--- config.mk ---
export PLATFORM = sky130hd
export DESIGN_NAME = fmu_core
export DESIGN_NICKNAME = d
export VERILOG_FILES = /design/src/hdl/fmu_core.v /design/src/hdl/fmu_divider.v
export VERILOG_INCLUDE_DIRS = /design/src /design/src/hdl
export SDC_FILE = /design/constraint.sdc
export NUM_CORES = 2
export LEC_CHECK = 0
export BUFFER_PORTS_ARGS = -buffer_cell sky130_fd_sc_hd__buf_4
export CAP_MARGIN = 20
export CORE_UTILIZATION = 53
export CTS_CLUSTER_DIAMETER = 40
export DETAILED_ROUTE_END_ITERATION = 10
export MAX_ROUTING_LAYER = met4
export PLACE_DENSITY = 0.73
export SLEW_MARGIN = 20
export SYNTH_ARGS = -nofsm -noshare
export SYNTH_HDL_FRONTEND = slang
export SYNTH_SLANG_ARGS = --single-unit
--- constraint.sdc ---
create_clock -name mclk -period 26.6 [get_ports mclk]
set_input_delay 5.32 -clock mclk [delete_from_list [all_inputs] [get_ports mclk]]
set_output_delay 5.32 -clock mclk [all_outputs]
set_load 0.01 [all_outputs]
--- src/hdl/fmu_consts.vh ---
// constants of the float sub/mul/div unit: register map, fields, codes, counts
`ifndef FMU_CONSTS_VH
`define FMU_CONSTS_VH

// apb byte offsets
`define FMU_OFS_OPA_LO    8'h00
`define FMU_OFS_OPA_HI    8'h04
`define FMU_OFS_OPB_LO    8'h08
`define FMU_OFS_OPB_HI    8'h0c
`define FMU_OFS_CMD       8'h10
`define FMU_OFS_RES_LO    8'h14
`define FMU_OFS_RES_HI    8'h18
`define FMU_OFS_FLAGS     8'h1c
`define FMU_OFS_IRQ_STAT  8'h20
`define FMU_OFS_IRQ_EN    8'h24
`define FMU_OFS_IRQ_CLR   8'h28

// operation codes in the command register
`define FMU_OP_NONE       2'h0
`define FMU_OP_SUB        2'h1
`define FMU_OP_MUL        2'h2
`define FMU_OP_DIV        2'h3

// command register field positions
`define FMU_CMD_OP_LSB    0
`define FMU_CMD_OP_MSB    1
`define FMU_CMD_EXEC_BIT  4
`define FMU_CMD_IND_BIT   8
`define FMU_CMD_PTR_LSB   16
`define FMU_CMD_PTR_MSB   31

// flag register and interrupt bit positions
`define FMU_FLG_FAULT     0
`define FMU_FLG_ZERO      1
`define FMU_FLG_OVF       2
`define FMU_FLG_UNF       3
`define FMU_FLG_BUSY      8
`define FMU_IRQ_DONE      0
`define FMU_IRQ_FAULT     1
`define FMU_IRQ_OVF       2
`define FMU_IRQ_UNF       3

// reset values
`define FMU_RST_WORD      16'h0000
`define FMU_RST_IRQ       4'h0

// float format and timing counts
`define FMU_EXP_ALL1      8'hff
`define FMU_BIAS          11'h07f
`define FMU_DIV_BIAS      11'h07e
`define FMU_EXP_OVF       11'h0ff
`define FMU_DIV_STEPS     5'h1c
`define FMU_AREA_LAST     14'h17ff

`endif

--- src/hdl/fmu_core.v ---
// single-precision subtract, multiply and divide unit with apb registers
//
// Notes on behaviour
// RULE_01: execution condition low means nothing happens; result and flags untouched.
// RULE_02: subtract writes minuend pair minus subtrahend pair into the result pair.
// RULE_03: multiply writes multiplicand pair times multiplier pair into the result pair.
// RULE_04: divide writes dividend pair divided by divisor pair into the result pair.
// RULE_05: software supplies both operands as single-precision binary floating values.
// RULE_06: result too large sets overflow flag and gives signed infinity.
// RULE_07: result too small sets underflow flag and gives zero.
// RULE_08: zero-result flag high exactly when result exponent and mantissa are zero.
// RULE_09: operand not a valid float sets fault flag, operation not done.
// RULE_10: indirect pointer not bcd or past area end sets fault flag.
// RULE_11: software keeps the result pair out of the reserved data-memory words.
// RULE_12: subtract specials: inf-inf same sign or nan faults; zero, infinity cases defined.
// RULE_13: multiply specials: zero times inf or nan faults; zero and infinity cases.
// RULE_14: divide specials: 0/0, inf/inf or nan fault; x/0 infinity; 0/x zero.
// RULE_15: finite divided by infinity returns zero and counts as underflow.
// RULE_16: any invalid combination sets fault flag and suppresses the result write.
// RULE_17: each 32-bit value is two 16-bit words, upper word holds sign and exponent.
// RULE_18: finite results round to nearest even; range checks use the rounded value.
//
// Implementation choices: register access over APB and the placing of the registers.
`include "fmu_consts.vh"

module fmu_core (
  // clock and reset
  input  wire        mclk,
  input  wire        rst_b,
  // apb slave
  input  wire [7:0]  paddr,
  input  wire        psel,
  input  wire        penable,
  input  wire        pwrite,
  input  wire [31:0] pwdata,
  output wire [31:0] prdata,
  output wire        pready,
  output wire        pslverr,
  // status outputs
  output wire        irq,
  output wire        faultFlag,
  output wire        zeroResultFlag,
  output wire        overflowFlag,
  output wire        underflowFlag
);

  localparam [3:0] ST_IDLE = 4'b0001;
  localparam [3:0] ST_CHK  = 4'b0010;
  localparam [3:0] ST_DIV  = 4'b0100;
  localparam [3:0] ST_PACK = 4'b1000;

  // right shift that folds the lost bits into bit 0
  function [27:0] fmuShrSticky;
    input [27:0] v;
    input [7:0]  n;
    reg   [27:0] mask;
    begin
      mask = 28'h0000000;
      if (n >= 8'h1c) begin
        fmuShrSticky = {27'h0000000, |v};
      end else begin
        mask = ~(28'hfffffff << n);
        fmuShrSticky = (v >> n) | {27'h0000000, |(v & mask)};
      end
    end
  endfunction

  // leading zero count over the 27 low bits
  function [4:0] fmuLzc;
    input [26:0] v;
    integer      i;
    reg          found;
    begin
      fmuLzc = 5'h00;
      found = 1'b0;
      for (i = 26; i >= 0; i = i - 1) begin
        if (!found) begin
          if (v[i]) found = 1'b1;
          else fmuLzc = fmuLzc + 5'h01;
        end
      end
    end
  endfunction

  // indirect pointer check: any digit above nine or beyond the area end
  function fmuPtrBad;
    input [15:0] p;
    reg   [13:0] val;
    begin
      val = {10'h000, p[15:12]} * 14'h03e8 + {10'h000, p[11:8]} * 14'h0064
          + {10'h000, p[7:4]} * 14'h000a + {10'h000, p[3:0]};
      fmuPtrBad = (p[15:12] > 4'h9) | (p[11:8] > 4'h9) | (p[7:4] > 4'h9)
                | (p[3:0] > 4'h9) | (val > `FMU_AREA_LAST);
    end
  endfunction

  reg  [15:0] opaLo_q, opaHi_q, opbLo_q, opbHi_q, resLo_q, resHi_q;
  reg  [1:0]  op_q;
  reg         ind_q;
  reg  [15:0] ptr_q;
  reg  [31:0] opA_q, opB_q;
  reg  [3:0]  state_q;
  reg         fault_q, zero_q, ovf_q, unf_q;
  reg  [3:0]  irqStat_q, irqEn_q;
  reg         irq_q;
  reg  [27:0] man_q;
  reg  [10:0] exp_q;
  reg         sgn_q;
  reg  [31:0] prdata_q;
  reg         pready_q, pslverr_q;
  reg         divStart_q;
  wire        divDone;
  wire [27:0] divQuot;
  wire        divRemNz;
  assign prdata         = prdata_q;
  assign pready         = pready_q;
  assign pslverr        = pslverr_q;
  assign irq            = irq_q;
  assign faultFlag      = fault_q;
  assign zeroResultFlag = zero_q;
  assign overflowFlag   = ovf_q;  // overflow relay of the special area
  assign underflowFlag  = unf_q;  // underflow relay of the special area

  // bus phases: zero-wait, so every access phase ends on its first edge
  wire setup = psel & ~penable;
  wire mapped = (paddr[1:0] == 2'h0) & (paddr <= `FMU_OFS_IRQ_CLR); // aligned and in range
  wire wrEn  = psel & penable & pready_q & pwrite;
  wire idle  = state_q == ST_IDLE;
  wire cmdWr = wrEn & (paddr == `FMU_OFS_CMD);
  wire [1:0] cmdOp = pwdata[`FMU_CMD_OP_MSB:`FMU_CMD_OP_LSB];
  // a command write with the condition low is dropped whole
  wire start = cmdWr & pwdata[`FMU_CMD_EXEC_BIT] & idle & (cmdOp != `FMU_OP_NONE); // see RULE_01
  // operand classification; subnormals are flushed to zero
  wire [7:0]  aE = opA_q[30:23];
  wire [7:0]  bE = opB_q[30:23];
  wire [22:0] aF = opA_q[22:0];
  wire [22:0] bF = opB_q[22:0];
  wire        aS = opA_q[31];
  wire        bS = opB_q[31];
  wire aZero = aE == 8'h00;
  wire bZero = bE == 8'h00;
  wire aInf  = (aE == `FMU_EXP_ALL1) & (aF == 23'h000000);
  wire bInf  = (bE == `FMU_EXP_ALL1) & (bF == 23'h000000);
  wire aNan  = (aE == `FMU_EXP_ALL1) & (aF != 23'h000000);
  wire bNan  = (bE == `FMU_EXP_ALL1) & (bF != 23'h000000);
  wire sx    = aS ^ bS;
  wire isSub = op_q == `FMU_OP_SUB;
  wire isMul = op_q == `FMU_OP_MUL;
  wire isDiv = op_q == `FMU_OP_DIV;
  wire faultCase = (ind_q & fmuPtrBad(ptr_q))                // see RULE_10
                 | aNan | bNan                               // see RULE_09
                 | (isSub & aInf & bInf & (aS == bS))        // see RULE_12
                 | (isMul & ((aZero & bInf) | (aInf & bZero))) // see RULE_13
                 | (isDiv & ((aZero & bZero) | (aInf & bInf))); // see RULE_14
  // special-value outcomes that skip the arithmetic
  reg        specHit;
  reg        specUnf;
  reg [31:0] specRes;
  always @* begin
    specHit = 1'b1;
    specUnf = 1'b0;
    specRes = opA_q;
    if (isSub) begin
      if (bZero) specRes = opA_q;                             // see RULE_12
      else if (aInf) specRes = opA_q;                         // see RULE_12
      else if (bInf) specRes = {~bS, `FMU_EXP_ALL1, 23'h000000}; // see RULE_12
      else if (aZero) specRes = {~bS, opB_q[30:0]};
      else specHit = 1'b0;
    end else if (isMul) begin
      if (aZero | bZero) specRes = {sx, 31'h00000000};        // see RULE_13
      else if (aInf | bInf) specRes = {sx, `FMU_EXP_ALL1, 23'h000000}; // see RULE_13
      else specHit = 1'b0;
    end else begin
      if (aZero) specRes = {sx, 31'h00000000};                // see RULE_14
      else if (bZero) specRes = {sx, `FMU_EXP_ALL1, 23'h000000}; // see RULE_14
      else if (bInf) begin
        specRes = {sx, 31'h00000000};                         // see RULE_15
        specUnf = 1'b1;
      end else if (aInf) specRes = {sx, `FMU_EXP_ALL1, 23'h000000};
      else specHit = 1'b0;
    end
  end

  // hidden bit at 26, three guard bits below the fraction
  wire [27:0] aM = {1'b0, 1'b1, aF, 3'h0};
  wire [27:0] bM = {1'b0, 1'b1, bF, 3'h0};
  wire        bBig  = {bE, bF} > {aE, aF};
  wire [27:0] bigM  = bBig ? bM : aM;
  wire [27:0] smlM  = bBig ? aM : bM;
  wire [7:0]  bigE  = bBig ? bE : aE;
  wire [7:0]  expD  = bBig ? (bE - aE) : (aE - bE);
  wire        bigS  = bBig ? ~bS : aS;  // subtrahend enters negated
  wire [27:0] smlSh = fmuShrSticky(smlM, expD);
  wire [27:0] subM  = (aS == ~bS) ? bigM + smlSh : bigM - smlSh; // see RULE_02
  wire [47:0] prod  = {1'b1, aF} * {1'b1, bF};                  // see RULE_03
  wire [27:0] mulM  = {prod[47:21], prod[20] | (|prod[19:0])};
  // normalise, round to nearest even, then range check
  reg [27:0] nm;
  reg [10:0] ne;
  reg [4:0]  lz;
  reg [24:0] rnd;
  reg        rUp;
  reg [31:0] packRes;
  reg        packOvf, packUnf;
  always @* begin
    nm = man_q;
    ne = exp_q;
    lz = 5'h00;
    packOvf = 1'b0;
    packUnf = 1'b0;
    if (nm[27]) begin
      nm = fmuShrSticky(nm, 8'h01);
      ne = ne + 11'h001;
    end else begin
      lz = fmuLzc(nm[26:0]);
      nm = nm << lz;
      ne = ne - {6'h00, lz};
    end
    rUp = nm[2] & (nm[3] | nm[1] | nm[0]);                 // see RULE_18
    rnd = {1'b0, nm[26:3]} + {24'h000000, rUp};
    if (rnd[24]) ne = ne + 11'h001;
    packRes = {sgn_q, ne[7:0], rnd[24] ? rnd[23:1] : rnd[22:0]};
    if (man_q == 28'h0000000) begin
      packRes = 32'h00000000;                              // exact cancellation
    end else if (!ne[10] && ne >= `FMU_EXP_OVF) begin
      packRes = {sgn_q, `FMU_EXP_ALL1, 23'h000000};        // see RULE_06
      packOvf = 1'b1;
    end else if (ne[10] || ne == 11'h000) begin
      packRes = {sgn_q, 31'h00000000};                     // see RULE_07
      packUnf = 1'b1;
    end
  end

  // one write path for every outcome that stores a result
  wire        wrRes  = (state_q == ST_CHK & ~faultCase & specHit) | (state_q == ST_PACK);
  wire [31:0] newRes = (state_q == ST_PACK) ? packRes : specRes;
  wire        newOvf = (state_q == ST_PACK) & packOvf;
  wire        newUnf = (state_q == ST_PACK) ? packUnf : specUnf;
  wire        evFault = (state_q == ST_CHK) & faultCase;
  wire [3:0]  events = {wrRes & newUnf, wrRes & newOvf, evFault, wrRes | evFault};
  wire [3:0]  irqClr = (wrEn & (paddr == `FMU_OFS_IRQ_CLR)) ? pwdata[3:0] : 4'h0;
  wire [3:0]  irqNext = (irqStat_q & ~irqClr) | events; // set beats clear

  // sequencer and result / flag registers
  always @(posedge mclk) begin
    if (!rst_b) begin
      state_q    <= ST_IDLE;
      op_q       <= `FMU_OP_NONE;
      ind_q      <= 1'b0;
      ptr_q      <= `FMU_RST_WORD;
      opA_q      <= 32'h00000000;
      opB_q      <= 32'h00000000;
      resLo_q    <= `FMU_RST_WORD;
      resHi_q    <= `FMU_RST_WORD;
      fault_q    <= 1'b0;
      zero_q     <= 1'b0;
      ovf_q      <= 1'b0;
      unf_q      <= 1'b0;
      man_q      <= 28'h0000000;
      exp_q      <= 11'h000;
      sgn_q      <= 1'b0;
      divStart_q <= 1'b0;
    end else begin
      divStart_q <= 1'b0;
      case (state_q)
        ST_IDLE: begin
          if (start) begin
            op_q    <= cmdOp;
            ind_q   <= pwdata[`FMU_CMD_IND_BIT];
            ptr_q   <= pwdata[`FMU_CMD_PTR_MSB:`FMU_CMD_PTR_LSB];
            opA_q   <= {opaHi_q, opaLo_q}; // see RULE_17
            opB_q   <= {opbHi_q, opbLo_q}; // see RULE_17
            state_q <= ST_CHK;
          end
        end
        ST_CHK: begin
          if (faultCase) begin
            fault_q <= 1'b1;               // see RULE_16
            state_q <= ST_IDLE;
          end else if (specHit) begin
            state_q <= ST_IDLE;
          end else if (isSub) begin
            man_q   <= subM;
            exp_q   <= {3'h0, bigE};
            sgn_q   <= bigS;
            state_q <= ST_PACK;
          end else if (isMul) begin
            man_q   <= mulM;
            exp_q   <= {3'h0, aE} + {3'h0, bE} - `FMU_BIAS;
            sgn_q   <= sx;
            state_q <= ST_PACK;
          end else begin
            exp_q      <= {3'h0, aE} - {3'h0, bE} + `FMU_DIV_BIAS; // see RULE_04
            sgn_q      <= sx;
            divStart_q <= 1'b1;
            state_q    <= ST_DIV;
          end
        end
        ST_DIV: begin
          if (divDone) begin
            man_q   <= {divQuot[27:1], divQuot[0] | divRemNz};
            state_q <= ST_PACK;
          end
        end
        ST_PACK: state_q <= ST_IDLE;
        default: state_q <= ST_IDLE;
      endcase
      if (wrRes) begin
        resLo_q <= newRes[15:0];
        resHi_q <= newRes[31:16];
        fault_q <= 1'b0;
        zero_q  <= newRes[30:0] == 31'h00000000; // see RULE_08
        ovf_q   <= newOvf;
        unf_q   <= newUnf;
      end
    end
  end

  // software-written registers and interrupt status
  always @(posedge mclk) begin
    if (!rst_b) begin
      opaLo_q   <= `FMU_RST_WORD;
      opaHi_q   <= `FMU_RST_WORD;
      opbLo_q   <= `FMU_RST_WORD;
      opbHi_q   <= `FMU_RST_WORD;
      irqEn_q   <= `FMU_RST_IRQ;
      irqStat_q <= `FMU_RST_IRQ;
      irq_q     <= 1'b0;
    end else begin
      if (wrEn && paddr == `FMU_OFS_OPA_LO) opaLo_q <= pwdata[15:0];
      if (wrEn && paddr == `FMU_OFS_OPA_HI) opaHi_q <= pwdata[15:0];
      if (wrEn && paddr == `FMU_OFS_OPB_LO) opbLo_q <= pwdata[15:0];
      if (wrEn && paddr == `FMU_OFS_OPB_HI) opbHi_q <= pwdata[15:0];
      if (wrEn && paddr == `FMU_OFS_IRQ_EN) irqEn_q <= pwdata[3:0];
      irqStat_q <= irqNext;
      irq_q     <= |(irqNext & irqEn_q);
    end
  end

  // read mux sampled in the setup cycle
  reg [31:0] rdMux;
  always @* begin
    case (paddr)
      `FMU_OFS_OPA_LO:   rdMux = {16'h0000, opaLo_q};
      `FMU_OFS_OPA_HI:   rdMux = {16'h0000, opaHi_q};
      `FMU_OFS_OPB_LO:   rdMux = {16'h0000, opbLo_q};
      `FMU_OFS_OPB_HI:   rdMux = {16'h0000, opbHi_q};
      `FMU_OFS_RES_LO:   rdMux = {16'h0000, resLo_q};
      `FMU_OFS_RES_HI:   rdMux = {16'h0000, resHi_q};
      `FMU_OFS_FLAGS:    rdMux = {23'h000000, ~idle, 4'h0, unf_q, ovf_q, zero_q, fault_q};
      `FMU_OFS_IRQ_STAT: rdMux = {28'h0000000, irqStat_q};
      `FMU_OFS_IRQ_EN:   rdMux = {28'h0000000, irqEn_q};
      default:           rdMux = 32'h00000000; // command and clear read as zero
    endcase
  end

  // apb answer flops; unmapped addresses answer with an error
  always @(posedge mclk) begin
    if (!rst_b) begin
      prdata_q  <= 32'h00000000;
      pready_q  <= 1'b0;
      pslverr_q <= 1'b0;
    end else begin
      pready_q  <= setup;
      pslverr_q <= setup & ~mapped;
      prdata_q  <= (setup & ~pwrite) ? rdMux : 32'h00000000;
    end
  end
  fmu_divider uDiv (.mclk(mclk), .rst_b(rst_b), .start(divStart_q), .dividend({1'b1, aF}),
    .divisor({1'b1, bF}), .done_q(divDone), .quot_q(divQuot), .remNonZero_q(divRemNz));
endmodule // fmu_core

--- src/hdl/fmu_divider.v ---
// restoring mantissa divider, one quotient bit per clock
`include "fmu_consts.vh"

module fmu_divider (
  // clock and reset
  input  wire        mclk,
  input  wire        rst_b,
  // request
  input  wire        start,
  input  wire [23:0] dividend,
  input  wire [23:0] divisor,
  // answer
  output reg         done_q,
  output reg  [27:0] quot_q,
  output reg         remNonZero_q
);

  reg  [24:0] rem_q;
  reg  [4:0]  cnt_q;
  reg         run_q;
  wire        geq     = rem_q >= {1'b0, divisor};
  wire [24:0] diff    = rem_q - {1'b0, divisor};
  wire [24:0] nextRem = geq ? diff : rem_q;

  // first bit has weight one; quotient stays below two
  always @(posedge mclk) begin
    if (!rst_b) begin
      rem_q        <= 25'h0000000;
      cnt_q        <= 5'h00;
      run_q        <= 1'b0;
      done_q       <= 1'b0;
      quot_q       <= 28'h0000000;
      remNonZero_q <= 1'b0;
    end else begin
      done_q <= 1'b0;
      if (start) begin
        rem_q  <= {1'b0, dividend};
        quot_q <= 28'h0000000;
        cnt_q  <= `FMU_DIV_STEPS;
        run_q  <= 1'b1;
      end else if (run_q) begin
        quot_q <= {quot_q[26:0], geq};
        rem_q  <= {nextRem[23:0], 1'b0}; // remainder below divisor, top bit free
        cnt_q  <= cnt_q - 5'h01;
        if (cnt_q == 5'h01) begin
          run_q        <= 1'b0;
          done_q       <= 1'b1;
          remNonZero_q <= |nextRem; // sticky for rounding
        end
      end
    end
  end

endmodule // fmu_divider
==> out/results.txt <==
Setup violators final: 0
Largest area contributor in the netlist: fa_1
Synth warn: 0
Status: completed
Total GRT Usage: 37.5%
Fin nets: 6846
Core outline area: 86900 µm²
Sequential share of the synthesized area: 13.5%
Post_cts resized: 0
Mapped Area: 46600 µm²
CTS H-tree depth: 2
Antenna violations before repair: 8
Post-synth EDFFs: 0
Vias: 43900
Initial core utilization: 53.6%
# Post-CTS Setup Buffers: 0
I/O pins: 84
RSZ-0062 raised after global routing: false
Clock Sinks: 314
Hold path startpoint: ind_q
Max_cap viols: 0
Synth top area cells: fa_1 22%, dfxtp_1 13%, ha_1 11%, nand2_1 7.5%, inv_1 5.9%
Hold Crit Endpoint: ind_q
Critical path class: reg2reg
Share of the synthesized area in the top cell type: 21.7%
Residual DRC: 0
Synth Register Bits: 314
R2R Path Start: man_q[24]
Hold Crit Depth: 2
Clock Path Buffers: 3
DRT antenna net count: 0
Pin count of the biggest net entering global routing: 88
Detailed Routing Iterations Pass 1: 6
Clk Latency, worst-skew pair: 0.61 ns
Final hold slack: 0.452 ns
Fin. max-slew vios: 0
CP Max Fanout: 26
CP max stage cell: or4_1
Most used flip-flop cell after synthesis: dfxtp_1
Slew HR: 18.4%
Row count: 108
Worst clock skew: 0.0653 ns
Number of global-route vias before repair: 42500
Most numerous cell in the Yosys netlist: nand2_1
Area of the multi-input gates: 36100 µm²
Register Area: 6290 µm²
Die height: 298 µm
CTS Buf Count: 51
Cell count after synthesis: 6039
HP Class: reg2reg
Top achievable clock speed: 54.2 MHz
Pwr dens: 23.1 nW/µm²
Die W: 298 µm
Layout Area Growth over Synthesis: 6.68%
Layout cells sized above 1: 6.34%
Critical Path RT: 27.12 ns
Post-synth top cells: 929 x nand2_1, 736 x inv_1, 567 x nor2_1
Reg-to-reg slack, setup: 8.14 ns
Avg WL per Cell: 23.1 µm
Synth unique cells: 116
Clk root buf: clkbuf_16
IO Port Bufs: 66
DPL Wire Length: 120000 µm
Global-route wire length before repair: 251000 µm
R2R depth: 76
CTS Hold Buffers Added: 0
Clock slew at reported path FFs: 0.06 ns
Vias per Instance: 6.17
RD Place Congestion: 1.02
CP startpoint: man_q[24]
Period utilization: 69.4%
P_leak: 22.0 nW
Min cycle time layout: 18.46 ns
Crit Reg-Reg Endpoint: zeroResultFlag
Starting DRT DRC Count: 4727
Worst VDD drop: 0.0000532 V
WL final: 164000 µm
Ys async rst share: 0%
Worst path arrival time: 18.98 ns
Final Hold Fails: 0
Top cell by count, worst path: ha_1
TritonCTS clock tree: yes
Crit path capture type: register
Remaining global-route overflow: 0
Crit start category: register
Mapped Avg Cell Area: 7.71 µm²
Tightest Pin Transition: 1.21 ns
CP max stage delay: 0.79 ns
Filler cell count: 8002
Die Footprint: 89100 µm²
Setup TNS: 0 ns
flip-flops by register name (all words and copies together) (netlist names), 10 cells and up:
| register | flops |
|---|---|
| opA_q | 32 |
| opB_q | 32 |
| man_q | 28 |
| uDiv.quot_q | 28 |
| uDiv.rem_q | 25 |
| opaHi_q | 16 |
| opaLo_q | 16 |
| opbHi_q | 16 |
| opbLo_q | 16 |
| prdata | 16 |
| resHi_q | 16 |
| resLo_q | 16 |
| ptr_q | 15 |
| exp_q | 10 |
critical path, delay by kind of cell, from the launching register on:
family,cells,cell delay [ns]
and+or+nand+nor,27,6.52
AOI/OAI and AO/OA,27,5.94
adders and majority gates,13,3.89
muxes,5,0.73
xor gates and xnor gates,3,0.57
DFF,1,0.44
buffers and inverters,1,0.32
power by group:
group          total [mW]  switching [mW]  internal [mW]
Clock               0.655           0.257          0.398
Combinational      0.0202          0.0147        0.00550
Sequential          0.471       0.0000806          0.471
through the flow:
| step | cell area, µm² | power (mW) | util (%) | instances | setup WS [ns] |
|---|---|---|---|---|---|
| 3_5_place_dp | 48000 | 0.501 | 55.2 | 7004 | 8.41 |
| 2_1_floorplan | 46600 | 0.492 | - | 6054 | 10.57 |
| 3_3_place_gp | 48000 | 0.501 | 55.2 | 7004 | 8.77 |
| 4_1_cts | 49700 | 1.15 | 57.2 | 7099 | 8.43 |
| 6_report | 49700 | 1.15 | 57.2 | 7109 | 8.14 |
| 5_1_grt | 49700 | 1.18 | 57.2 | 7108 | 6.83 |
layer usage:
metal,global-route usage (%),wire length (µm),up-vias
met3,8.85,18200,544
met4,17.2,8950,0
met5,-,0,-
met1,48.6,66100,21200
li1,-,-,19800
met2,55.4,70800,2373
kinds of logic (layout without fill, tap and decap cells):
group | count (synthesis) | in the layout | share of synthesized area, %
and+or+nand+nor | 2044 | 2044 | 19.4
DFF | 314 | 314 | 13.5
AOI/OAI and AO/OA | 1245 | 1245 | 16.8
xor gates and xnor gates | 202 | 202 | 4.07
buffers and inverters | 1128 | 1018 | 9.35
muxes | 199 | 199 | 4.49
other | 1 | 26 | 0.00805
adders and majority gates | 906 | 906 | 32.4
worst max-delay path by stage:
stage                     endpoint  slack, ns  cells after the start
floorplan           zeroResultFlag      10.57                     85
global placement    zeroResultFlag       8.77                     76
detailed placement  zeroResultFlag       8.41                     76
CTS                 zeroResultFlag       8.43                     76
global route                   irq       6.83                     76
finish              zeroResultFlag       8.14                     76
area by class of cell:
cell class | instances | share of cell area, %
inverters | 749 | 5.68
diodes | 10 | 0.0504
flip-flops and latches | 314 | 12.7
multi-input cells | 4612 | 72.7
repair buffers | 174 | 2.63
well taps | 1155 | 2.91
clock inverters | 29 | 0.599
clock buffers | 66 | 2.83
cells in the final DEF, fill, tap and decap left out, types with 53 or more instances in the layout:
cell / synthesis / layout
o211ai_1: 53 / 53
ha_1: 394 / 393
nor2_1: 567 / 567
a22oi_1: 55 / 55
a31oi_1: 55 / 55
nor3_1: 99 / 99
fa_1: 505 / 505
a21oi_1: 454 / 453
o21ai_0: 246 / 246
mux2i_1: 174 / 173
nand2_1: 929 / 929
dfxtp_1: 314 / 312
nand3_1: 105 / 105
inv_1: 736 / 735
xor2_1: 54 / 53
xnor2_1: 138 / 133
buf_4: 20 / 174
Note: power is estimated with default switching activity, not from simulation.
